**src/gbes_pkg.sv**
```systemverilog
// shared constants, types and register map of the gpio bank
package gbes_pkg;

	// geometry
	localparam int unsigned PORT_W = 8;
	localparam int unsigned N_PORTS = 4;
	localparam int unsigned N_IO = 3;
	localparam int unsigned ACT_W = 4;
	localparam int unsigned PORT_A = 0;
	localparam int unsigned PORT_B = 1;
	localparam int unsigned PORT_C = 2;
	localparam int unsigned PORT_D = 3;

	// register offsets, index 0 is port a
	localparam logic [7:0] OFF_ACTIVATE = 8'h30;
	localparam logic [N_IO-1:0][7:0] OFF_DIR = {8'hF4, 8'hF0, 8'hE3};
	localparam logic [N_IO-1:0][7:0] OFF_DATA = {8'hF5, 8'hF1, 8'hE4};
	localparam logic [N_IO-1:0][7:0] OFF_INV = {8'hF6, 8'hF2, 8'hE5};
	localparam logic [N_PORTS-1:0][7:0] OFF_STAT = {8'hE9, 8'hE8, 8'hE7, 8'hE6};
	localparam logic [7:0] OFF_IRQ_STAT = 8'hEA;
	localparam logic [7:0] OFF_IRQ_CLR = 8'hEB;
	localparam logic [7:0] OFF_IRQ_EN = 8'hEC;
	localparam logic [7:0] OFF_SUSP = 8'hF3;
	localparam logic [7:0] OFF_FSEL = 8'hF7;

	// reset values
	localparam logic [PORT_W-1:0] RST_DIR = 8'hFF;
	localparam logic [PORT_W-1:0] RST_ZERO = 8'h00;
	localparam logic [ACT_W-1:0] RST_ACT = 4'h0;
	localparam logic [1:0] RST_SUSP = 2'h0;

	// suspend indicator mode field position
	localparam int unsigned SUSP_HI = 7;
	localparam int unsigned SUSP_LO = 6;

	// blink timing: half periods of the two square waves
	localparam longint unsigned CLK_HZ = 64'd20000000;
	localparam longint unsigned MS_PER_S = 64'd1000;
	localparam longint unsigned BLINK_FAST_HALF_MS = 64'd500;
	localparam longint unsigned BLINK_SLOW_HALF_MS = 64'd2000;
	localparam int unsigned BLINK_FAST_HALF_CYC =
		32'(BLINK_FAST_HALF_MS * CLK_HZ / MS_PER_S);
	localparam int unsigned BLINK_SLOW_HALF_CYC =
		32'(BLINK_SLOW_HALF_MS * CLK_HZ / MS_PER_S);
	localparam int unsigned CNT_W = 26;

	// suspend indicator modes in field order
	typedef enum logic [1:0] {
		SUSP_TRI,
		SUSP_LOW,
		SUSP_1HZ,
		SUSP_QHZ
	} gbes_susp_t;

	// one register bus request
	typedef struct packed {
		logic [7:0] addr;
		logic [7:0] wdata;
		logic wr;
		logic rd;
	} gbes_bus_t;

	// drive of one port: level and output enable
	typedef struct packed {
		logic [PORT_W-1:0] lvl;
		logic [PORT_W-1:0] oe;
	} gbes_drive_t;

endpackage

```
**src/gbes_edge_det.sv**
```systemverilog
// pin synchroniser and edge detector for one port
`timescale 1ns/1ps
`default_nettype none

module gbes_edge_det
	import gbes_pkg::*;
#(
	parameter int unsigned W = PORT_W
) (
	input wire logic i_clk,
	input wire logic i_nrst,
	input wire logic [W-1:0] i_pins,
	input wire logic i_en,
	output logic [W-1:0] o_level,
	output logic [W-1:0] o_edge
);

	logic [W-1:0] sync1_r, sync1_nxt;
	logic [W-1:0] sync2_r, sync2_nxt;
	logic [W-1:0] prev_r, prev_nxt;

	// two stages before anything looks at the pins; prev tracks even when disabled
	always_comb begin
		sync1_nxt = i_pins;
		sync2_nxt = sync1_r;
		prev_nxt = sync2_r;
	end

	always_ff @(posedge i_clk) begin
		if (!i_nrst) begin
			sync1_r <= '0;
			sync2_r <= '0;
			prev_r <= '0;
		end else begin
			sync1_r <= sync1_nxt;
			sync2_r <= sync2_nxt;
			prev_r <= prev_nxt;
		end
	end

	// both edge directions count; an inactive port reports none
	assign o_level = sync2_r;
	assign o_edge = (sync2_r ^ prev_r) & {W{i_en}};

endmodule // gbes_edge_det

`default_nettype wire

```
**src/gbes_top.sv**
```systemverilog
// gpio bank: config registers, pin drive, edge status, suspend indicator
//
// Local design decision: the strobed register port.
`timescale 1ns/1ps
`default_nettype none
// Overview of operation
// - direction bit 0 makes pin output, 1 input; all directions reset to inputs.
// - output pins drive the written data bit, which reads back.
// - input pins: data bit reads the pin, writes to it are ignored.
// - inversion bit set complements data against pin, both directions.
// - any rising or falling pin edge sets its event status bit.
// - reading a status register returns it then clears it; writes ignored.
// - status bits seven to zero map to pins seven to zero, all four ports.
// - suspend mode: tri-state, low, 1 Hz or 0.25 Hz 50 percent square.
// - function select 1 puts watchdog (even) or suspend (odd) on port c pin.
// - each port has an activation bit; inactive ports neither drive nor detect, except port c pins with function select 1, which keep their routed drive.

module gbes_top
	import gbes_pkg::*;
#(
	parameter int unsigned BLINK_FAST_HALF = BLINK_FAST_HALF_CYC,
	parameter int unsigned BLINK_SLOW_HALF = BLINK_SLOW_HALF_CYC
) (
	input wire logic i_clk,
	input wire logic i_nrst,
	input wire logic [7:0] i_addr,
	input wire logic [7:0] i_wdata,
	input wire logic i_wr,
	input wire logic i_rd,
	output logic [7:0] o_rdata,
	input wire logic [PORT_W-1:0] i_port_a_pins,
	output logic [PORT_W-1:0] o_port_a_pins,
	output logic [PORT_W-1:0] o_port_a_pins_oe,
	input wire logic [PORT_W-1:0] i_port_b_pins,
	output logic [PORT_W-1:0] o_port_b_pins,
	output logic [PORT_W-1:0] o_port_b_pins_oe,
	input wire logic [PORT_W-1:0] i_port_c_pins,
	output logic [PORT_W-1:0] o_port_c_pins,
	output logic [PORT_W-1:0] o_port_c_pins_oe,
	input wire logic [PORT_W-1:0] i_port_d_pins,
	input wire logic i_watchdog_timeout_output_n,
	output logic o_suspend_indicator_output,
	output logic o_suspend_indicator_output_oe,
	output logic o_irq
);

	gbes_bus_t bus;
	logic [N_IO-1:0][PORT_W-1:0] dir_r, dir_nxt, data_r, data_nxt, inv_r, inv_nxt;
	logic [N_PORTS-1:0][PORT_W-1:0] stat_r, stat_nxt, pin_lvl, pin_edge, pins_in;
	logic [ACT_W-1:0] act_r, act_nxt;
	logic [1:0] susp_r, susp_nxt;
	logic [PORT_W-1:0] fsel_r, fsel_nxt;
	logic [N_PORTS-1:0] irq_st_r, irq_st_nxt, irq_en_r, irq_en_nxt, port_ev;
	logic [7:0] rdata_r, rdata_nxt;
	gbes_susp_t mode;
	logic [CNT_W-1:0] cnt_r, cnt_nxt, limit;
	logic phase_r, phase_nxt;
	logic susp_lvl, susp_oe;
	gbes_drive_t [N_IO-1:0] drv_r, drv_nxt;
	logic so_lvl_r, so_lvl_nxt, so_oe_r, so_oe_nxt;

	// data view: input bits show the (inverted) pin, output bits the register
	function automatic logic [PORT_W-1:0] io_view(input logic [PORT_W-1:0] dir,
		input logic [PORT_W-1:0] data, input logic [PORT_W-1:0] inv,
		input logic [PORT_W-1:0] lvl);
		return (dir & (lvl ^ inv)) | (~dir & data);
	endfunction

	assign bus = '{addr: i_addr, wdata: i_wdata, wr: i_wr, rd: i_rd};
	assign pins_in = {i_port_d_pins, i_port_c_pins, i_port_b_pins, i_port_a_pins};

	// one synchroniser and edge detector per port
	for (genvar g = 0; g < N_PORTS; g++) begin : g_edge
		gbes_edge_det #(
			.W(PORT_W)
		) u_edge (
			.i_clk(i_clk),
			.i_nrst(i_nrst),
			.i_pins(pins_in[g]),
			.i_en(act_r[g]),
			.o_level(pin_lvl[g]),
			.o_edge(pin_edge[g])
		);
		assign port_ev[g] = |pin_edge[g];
	end

	// register file next state and read mux
	always_comb begin
		dir_nxt = dir_r;
		data_nxt = data_r;
		inv_nxt = inv_r;
		act_nxt = act_r;
		susp_nxt = susp_r;
		fsel_nxt = fsel_r;
		irq_en_nxt = irq_en_r;
		irq_st_nxt = irq_st_r;
		rdata_nxt = '0;
		if (bus.wr) begin
			for (int i = 0; i < N_IO; i++) begin
				if (bus.addr == OFF_DIR[i]) begin
					dir_nxt[i] = bus.wdata;
				end
				if (bus.addr == OFF_DATA[i]) begin
					data_nxt[i] = (bus.wdata & ~dir_r[i]) | (data_r[i] & dir_r[i]);
				end
				if (bus.addr == OFF_INV[i]) begin
					inv_nxt[i] = bus.wdata;
				end
			end
			if (bus.addr == OFF_ACTIVATE) begin
				act_nxt = bus.wdata[ACT_W-1:0];
			end
			if (bus.addr == OFF_SUSP) begin
				susp_nxt = bus.wdata[SUSP_HI:SUSP_LO];
			end
			if (bus.addr == OFF_FSEL) begin
				fsel_nxt = bus.wdata;
			end
			if (bus.addr == OFF_IRQ_EN) begin
				irq_en_nxt = bus.wdata[N_PORTS-1:0];
			end
			if (bus.addr == OFF_IRQ_CLR) begin
				irq_st_nxt = irq_st_r & ~bus.wdata[N_PORTS-1:0];
			end
		end
		// new port events beat a clear in the same cycle
		irq_st_nxt = irq_st_nxt | port_ev;
		if (bus.rd) begin
			for (int i = 0; i < N_IO; i++) begin
				if (bus.addr == OFF_DIR[i]) begin
					rdata_nxt = dir_r[i];
				end
				if (bus.addr == OFF_DATA[i]) begin
					rdata_nxt = io_view(dir_r[i], data_r[i], inv_r[i], pin_lvl[i]);
				end
				if (bus.addr == OFF_INV[i]) begin
					rdata_nxt = inv_r[i];
				end
			end
			for (int j = 0; j < N_PORTS; j++) begin
				if (bus.addr == OFF_STAT[j]) begin
					rdata_nxt = stat_r[j];
				end
			end
			if (bus.addr == OFF_ACTIVATE) begin
				rdata_nxt = 8'(act_r);
			end
			if (bus.addr == OFF_SUSP) begin
				rdata_nxt[SUSP_HI:SUSP_LO] = susp_r;
			end
			if (bus.addr == OFF_FSEL) begin
				rdata_nxt = fsel_r;
			end
			if (bus.addr == OFF_IRQ_STAT) begin
				rdata_nxt = 8'(irq_st_r);
			end
			if (bus.addr == OFF_IRQ_EN) begin
				rdata_nxt = 8'(irq_en_r);
			end
		end
	end

	// status next state: writes never reach these
	always_comb begin
		for (int j = 0; j < N_PORTS; j++) begin
			stat_nxt[j] = stat_r[j];
			if (bus.rd && bus.addr == OFF_STAT[j]) begin
				stat_nxt[j] = '0;
			end
			stat_nxt[j] = stat_nxt[j] | pin_edge[j];
		end
	end

	always_ff @(posedge i_clk) begin
		if (!i_nrst) begin
			dir_r <= {N_IO{RST_DIR}};
			data_r <= {N_IO{RST_ZERO}};
			inv_r <= {N_IO{RST_ZERO}};
			stat_r <= {N_PORTS{RST_ZERO}};
			act_r <= RST_ACT;
			susp_r <= RST_SUSP;
			fsel_r <= RST_ZERO;
			irq_en_r <= '0;
			irq_st_r <= '0;
			rdata_r <= RST_ZERO;
		end else begin
			dir_r <= dir_nxt;
			data_r <= data_nxt;
			inv_r <= inv_nxt;
			stat_r <= stat_nxt;
			act_r <= act_nxt;
			susp_r <= susp_nxt;
			fsel_r <= fsel_nxt;
			irq_en_r <= irq_en_nxt;
			irq_st_r <= irq_st_nxt;
			rdata_r <= rdata_nxt;
		end
	end

	assign o_rdata = rdata_r;
	assign o_irq = |(irq_st_r & irq_en_r);

	// blink counter; reaching the limit also catches a shorter limit after a mode change
	assign mode = gbes_susp_t'(susp_r);
	always_comb begin
		limit = (mode == SUSP_QHZ) ? CNT_W'(BLINK_SLOW_HALF - 1) : CNT_W'(BLINK_FAST_HALF - 1);
		cnt_nxt = '0;
		phase_nxt = 1'b0;
		susp_lvl = 1'b0;
		susp_oe = 1'b0;
		case (mode)
			SUSP_TRI: begin
				susp_oe = 1'b0;
			end
			SUSP_LOW: begin
				susp_oe = 1'b1;
			end
			SUSP_1HZ, SUSP_QHZ: begin
				susp_oe = 1'b1;
				susp_lvl = phase_r;
				if (cnt_r >= limit) begin
					phase_nxt = ~phase_r;
				end else begin
					cnt_nxt = cnt_r + 1'b1;
					phase_nxt = phase_r;
				end
			end
			default: begin
				susp_oe = 1'b0;
			end
		endcase
	end

	always_ff @(posedge i_clk) begin
		if (!i_nrst) begin
			cnt_r <= '0;
			phase_r <= 1'b0;
		end else begin
			cnt_r <= cnt_nxt;
			phase_r <= phase_nxt;
		end
	end

	// pin drive; registered so pins never glitch on decode
	always_comb begin
		for (int i = 0; i < N_IO; i++) begin
			drv_nxt[i].lvl = data_r[i] ^ inv_r[i];
			drv_nxt[i].oe = ~dir_r[i] & {PORT_W{act_r[i]}};
		end
		for (int k = 0; k < PORT_W; k++) begin
			if (fsel_r[k]) begin
				if (k % 2 == 0) begin
					drv_nxt[PORT_C].lvl[k] = i_watchdog_timeout_output_n;
					drv_nxt[PORT_C].oe[k] = 1'b1;
				end else begin
					drv_nxt[PORT_C].lvl[k] = susp_lvl;
					drv_nxt[PORT_C].oe[k] = susp_oe;
				end
			end
		end
		so_lvl_nxt = susp_lvl;
		so_oe_nxt = susp_oe;
	end

	always_ff @(posedge i_clk) begin
		if (!i_nrst) begin
			drv_r <= '0;
			so_lvl_r <= 1'b0;
			so_oe_r <= 1'b0;
		end else begin
			drv_r <= drv_nxt;
			so_lvl_r <= so_lvl_nxt;
			so_oe_r <= so_oe_nxt;
		end
	end

	assign o_port_a_pins = drv_r[PORT_A].lvl;
	assign o_port_a_pins_oe = drv_r[PORT_A].oe;
	assign o_port_b_pins = drv_r[PORT_B].lvl;
	assign o_port_b_pins_oe = drv_r[PORT_B].oe;
	assign o_port_c_pins = drv_r[PORT_C].lvl;
	assign o_port_c_pins_oe = drv_r[PORT_C].oe;
	assign o_suspend_indicator_output = so_lvl_r;
	assign o_suspend_indicator_output_oe = so_oe_r;
endmodule // gbes_top

`default_nettype wire

```
**config.mk**
```make
export PLATFORM = sky130hd
export DESIGN_NAME = gbes_top
export DESIGN_NICKNAME = d
export VERILOG_FILES = /design/src/gbes_pkg.sv /design/src/gbes_edge_det.sv /design/src/gbes_top.sv
export SDC_FILE = /design/constraint.sdc
export NUM_CORES = 1
export LEC_CHECK = 0
export BUFFER_PORTS_ARGS = -buffer_cell sky130_fd_sc_hd__buf_2
export CAP_MARGIN = 20
export CORE_MARGIN = 2
export CORE_UTILIZATION = 45
export DETAILED_ROUTE_END_ITERATION = 8
export PLACE_DENSITY_LB_ADDON = 0.3
export SYNTH_ARGS = -nofsm -noshare
export SYNTH_HDL_FRONTEND = slang
export SYNTH_SLANG_ARGS = --single-unit
export TNS_END_PERCENT = 5
```
**constraint.sdc**
```tcl
create_clock -name i_clk -period 2.9 [get_ports i_clk]
set_input_delay 0.58 -clock i_clk [delete_from_list [all_inputs] [get_ports i_clk]]
set_output_delay 0.58 -clock i_clk [all_outputs]
set_load 0.1 [all_outputs]
```
==> impl_metrics.py <==
metrics = {
    "outcome": {
        "status": "complete, no violations",
    },
    "sta": {
        "slew-limit-headroom_pct": 45.5,
        "drv_slew": 0,
        "tightest_slew_ns": 0.808,
        "period_share_pct": 89.3,
        "max_freq_mhz": 386,
        "fin_skew_ns": 0.0151,
        "report.final.setup_viol": 0,
        "grt_setup_unrepaired": "no",
        "finalSetupTns_ns": 0,
        "hold_viol_final": 0,
        "period_needed_ns": 2.59,
    },
    "worst_setup_path": {
        "critical_path.startpoint": "mode[1]",
        "endpoint": "cnt_r[5]",
        "startpoint_type": "flip-flop",
        "crit_path_end_kind": "flip-flop",
        "critPathTopFamily": "compound AO/OA/AOI/OAI gates",
        "r2r_end": "cnt_r[5]",
        "cp.depth": 10,
        "slowest_stage": "dfxtp_1",
        "max_stage_delay_ns": 0.45,
        "path_cells": "nand2_1 -> inv_1 -> ha_1 -> a21o_1 -> a2111oi_1 -> o221ai_1 -> a21oi_1 -> nand3_1 -> buf_4 -> nor2_1",
        "required_ns": 3.34,
        "worstSetupPathType": "reg2reg",
        "r2r_start": "mode[1]",
        "critPathMaxFanout": 15,
        "rr_worst_depth": 10,
        "r2r_setup_slack_ns": 0.31,
        "cp_data_arrival_time_ns": 3.03,
        "path_buf_inv": 2,
    },
    "synthesis": {
        "async_reset_ff_share_pct": 0,
        "yosys_most_used_dff": "dfxtp_1",
        "syn_area_um2": 13100,
        "avgSynthCellArea_um2": 9.01,
        "synth-simple-area-share_pct": 23.4,
        "synth_top_family_by_area": "simple AND/OR/NAND/NOR gates",
        "ys_seq_area_share_pct": 46.8,
        "ys_types": 64,
        "synthCells": 1458,
        "synth_compound_area_share_pct": 15.6,
        "yosysTopAreaCell": "dfxtp_1",
        "synth_common_cells": "dfxtp_1 (307), nand2_1 (126), and2_1 (121), nor2_1 (120), nor2b_1 (74)",
        "synth.area.top_cells": "dfxtp_1 (47%), and2_1 (5.8%), xor2_1 (4.4%), nand2_1 (3.6%), nor2b_1 (3.5%)",
        "synth_seq_cells": 307,
        "yosys_warnings": 0,
        "synth.most_common_cell": "dfxtp_1",
        "synth_edf_count": 0,
        "synthXorXnorAreaFrac_pct": 6.87,
        "synthAdderAreaFrac_pct": 1.43,
        "synthMuxAreaShare_pct": 2.91,
        "syn_nets": 1526,
        "synth_top_area_share_pct": 46.8,
    },
    "final_layout": {
        "layout-drive-gt1-share_pct": 14.3,
        "diodes": 0,
        "fillCellCount": 2706,
        "syn_to_final_growth_pct": 16.4,
        "fin_nets": 1634,
        "utilization_pct": 53.3,
    },
    "power_and_ir_drop": {
        "vdd_ir_drop_max_mv": 0.518,
        "p_leak_nw": 6.18,
        "power.density_nw_per_um2": 582,
    },
    "route": {
        "routed_via_density": 5.46,
        "first_pass_iters": 6,
        "drt-total-wl_mm": 37.3,
        "via_count": 10779,
        "drt-initial-drc-count": 1215,
        "wl_per_cell_um": 18.9,
        "drc": 0,
        "detail-route-antenna-nets": 0,
    },
    "die": {
        "die-area_um2": 30600,
        "die_w_um": 175,
        "core_um2": 28700,
        "rows": 62,
        "initial_core_util_pct": 45.8,
        "die_h_um": 175,
        "boundaryPins": 112,
    },
    "global_route": {
        "grt_max_degree": 122,
        "grt_usage_pct": 24.2,
        "overflow": 0,
        "antenna_found_initial": 0,
        "grt_pass1_wl_mm": 57.8,
        "grt_pass1_vias": 10119,
    },
    "clocking": {
        "h-tree-depth": 2,
        "clk_latency_ns": 0.52,
        "cts_root_buffer": "clkbuf_16",
        "cts_setup_buffers": 0,
        "numCtsBuffers": 35,
        "clk_pin_slew_ns": 0.06,
        "clockBufferDepth": 3,
        "clock_sinks": 307,
        "cts_tree": "yes",
    },
    "place": {
        "numPortBuffers": 111,
        "hpwlAfterDp_mm": 27.1,
        "routabilityCongestion": 0.998,
    },
    "worst_hold_path": {
        "min_path_type": "in2reg",
    },
    "run": {
        "maxCapViolCount": 0,
    },
}
## how the worst min path moves through the flow
stage               cells past startpoint  slack [ns]                   startpoint                     endpoint
floorplan                               1        0.41  g_edge[0].u_edge.sync1_r[0]  g_edge[0].u_edge.o_level[0]
global placement                        1        0.41  g_edge[3].u_edge.sync1_r[3]  g_edge[3].u_edge.o_level[3]
detailed placement                      1        0.42  g_edge[0].u_edge.sync1_r[4]  g_edge[0].u_edge.o_level[4]
CTS                                     2        0.25             i_port_b_pins[1]  g_edge[1].u_edge.sync1_r[1]
global route                            2        0.26             i_port_a_pins[7]  g_edge[0].u_edge.sync1_r[7]
finish                                  2        0.27             i_port_b_pins[6]  g_edge[1].u_edge.sync1_r[6]
## repair_timing
item,4_1_cts,5_1_grt
hold endpoints to repair,0,0
setup endpoints to repair,0,1
resized for setup,0,1
hold buffers,0,0
## through the flow
step	cell area (um2)	hold slack (ns)	instances	power, W	setup slack, ns
after detailed placement	14200	0.417	1913	0.00481	0.218
after global placement	14200	0.414	1913	0.00481	0.250
after CTS	15300	0.254	1974	0.00900	0.287
after global routing	15300	0.257	1974	0.00922	0.0924
after floorplan	13100	0.412	1458	0.00465	0.406
final	15300	0.269	1974	0.00890	0.311
## worst reg2reg max path: cells and delay by family, from the launching register on
| kind | cells | cell delay (ns) |
|---|---|---|
| AND/OR/NAND/NOR | 3 | 0.35 |
| AO/OA/AOI/OAI | 4 | 1.01 |
| flip-flops | 1 | 0.45 |
| adder cells (fa/ha/maj) | 1 | 0.29 |
| buffers and inverters | 2 | 0.43 |
## registers in the layout, indices dropped and copies added, names as in the netlist, 24 cells and up, named ones only
name and flops:
inv_r 24, g_edge.u_edge.sync1_r 32, cnt_r 26, g_edge.u_edge.o_level 32
dir_r 24, stat_r 32, g_edge.u_edge.prev_r 32
## routing by layer
layer / global-route usage [%] / wire length (um) / vias to the layer above
met1: 34.8 / 17500 / 5041
met4: 8.19 / 1150 / 0
met5: 0 / 0 / -
met3: 4.66 / 2980 / 74
li1: - / - / 5248
met2: 36.1 / 15700 / 416
## layout make-up
| class | instances | area [um2] | share of cell area, % |
|---|---|---|---|
| sequential | 307 | 6150 | 40.2 |
| clock buffer | 45 | 963 | 6.30 |
| multi-input combinational | 1053 | 6600 | 43.1 |
| tap | 384 | 480 | 3.14 |
| timing repair buffer | 152 | 920 | 6.01 |
| inverter | 17 | 63.8 | 0.417 |
| clock inverter | 16 | 125 | 0.818 |
## cells in the final DEF (no fill, tap or decap), types with 44 or more instances in the layout
| cell | count |
|---|---|
| nor2_1 | 120 |
| nor2b_1 | 74 |
| nand3_1 | 49 |
| o21ai_0 | 70 |
| nand2_1 | 126 |
| and2_1 | 121 |
| buf_2 | 110 |
| xor2_1 | 66 |
| dfxtp_1 | 307 |
| a21oi_1 | 58 |
| a21boi_0 | 44 |
## where the power goes
group / switching (W) / leakage (nW) / total (W) / internal (W)
Clock: 0.00173 / 0.540 / 0.00418 / 0.00245
Sequential: 0.0000377 / 2.49 / 0.00431 / 0.00427
Combinational: 0.000252 / 3.15 / 0.000412 / 0.000160
Total: 0.00202 / 6.18 / 0.00890 / 0.00688
## kinds of logic (layout without fill, tap and decap cells)
group	Yosys count	after routing
muxes	38	38
DFF	307	307
AOI/OAI and AO/OA	305	305
adders and majority gates	15	15
buffers and inverters	98	230
and+or+nand+nor	592	592
xor gates and xnor gates	103	103
Power figures use the tool's default switching activity.
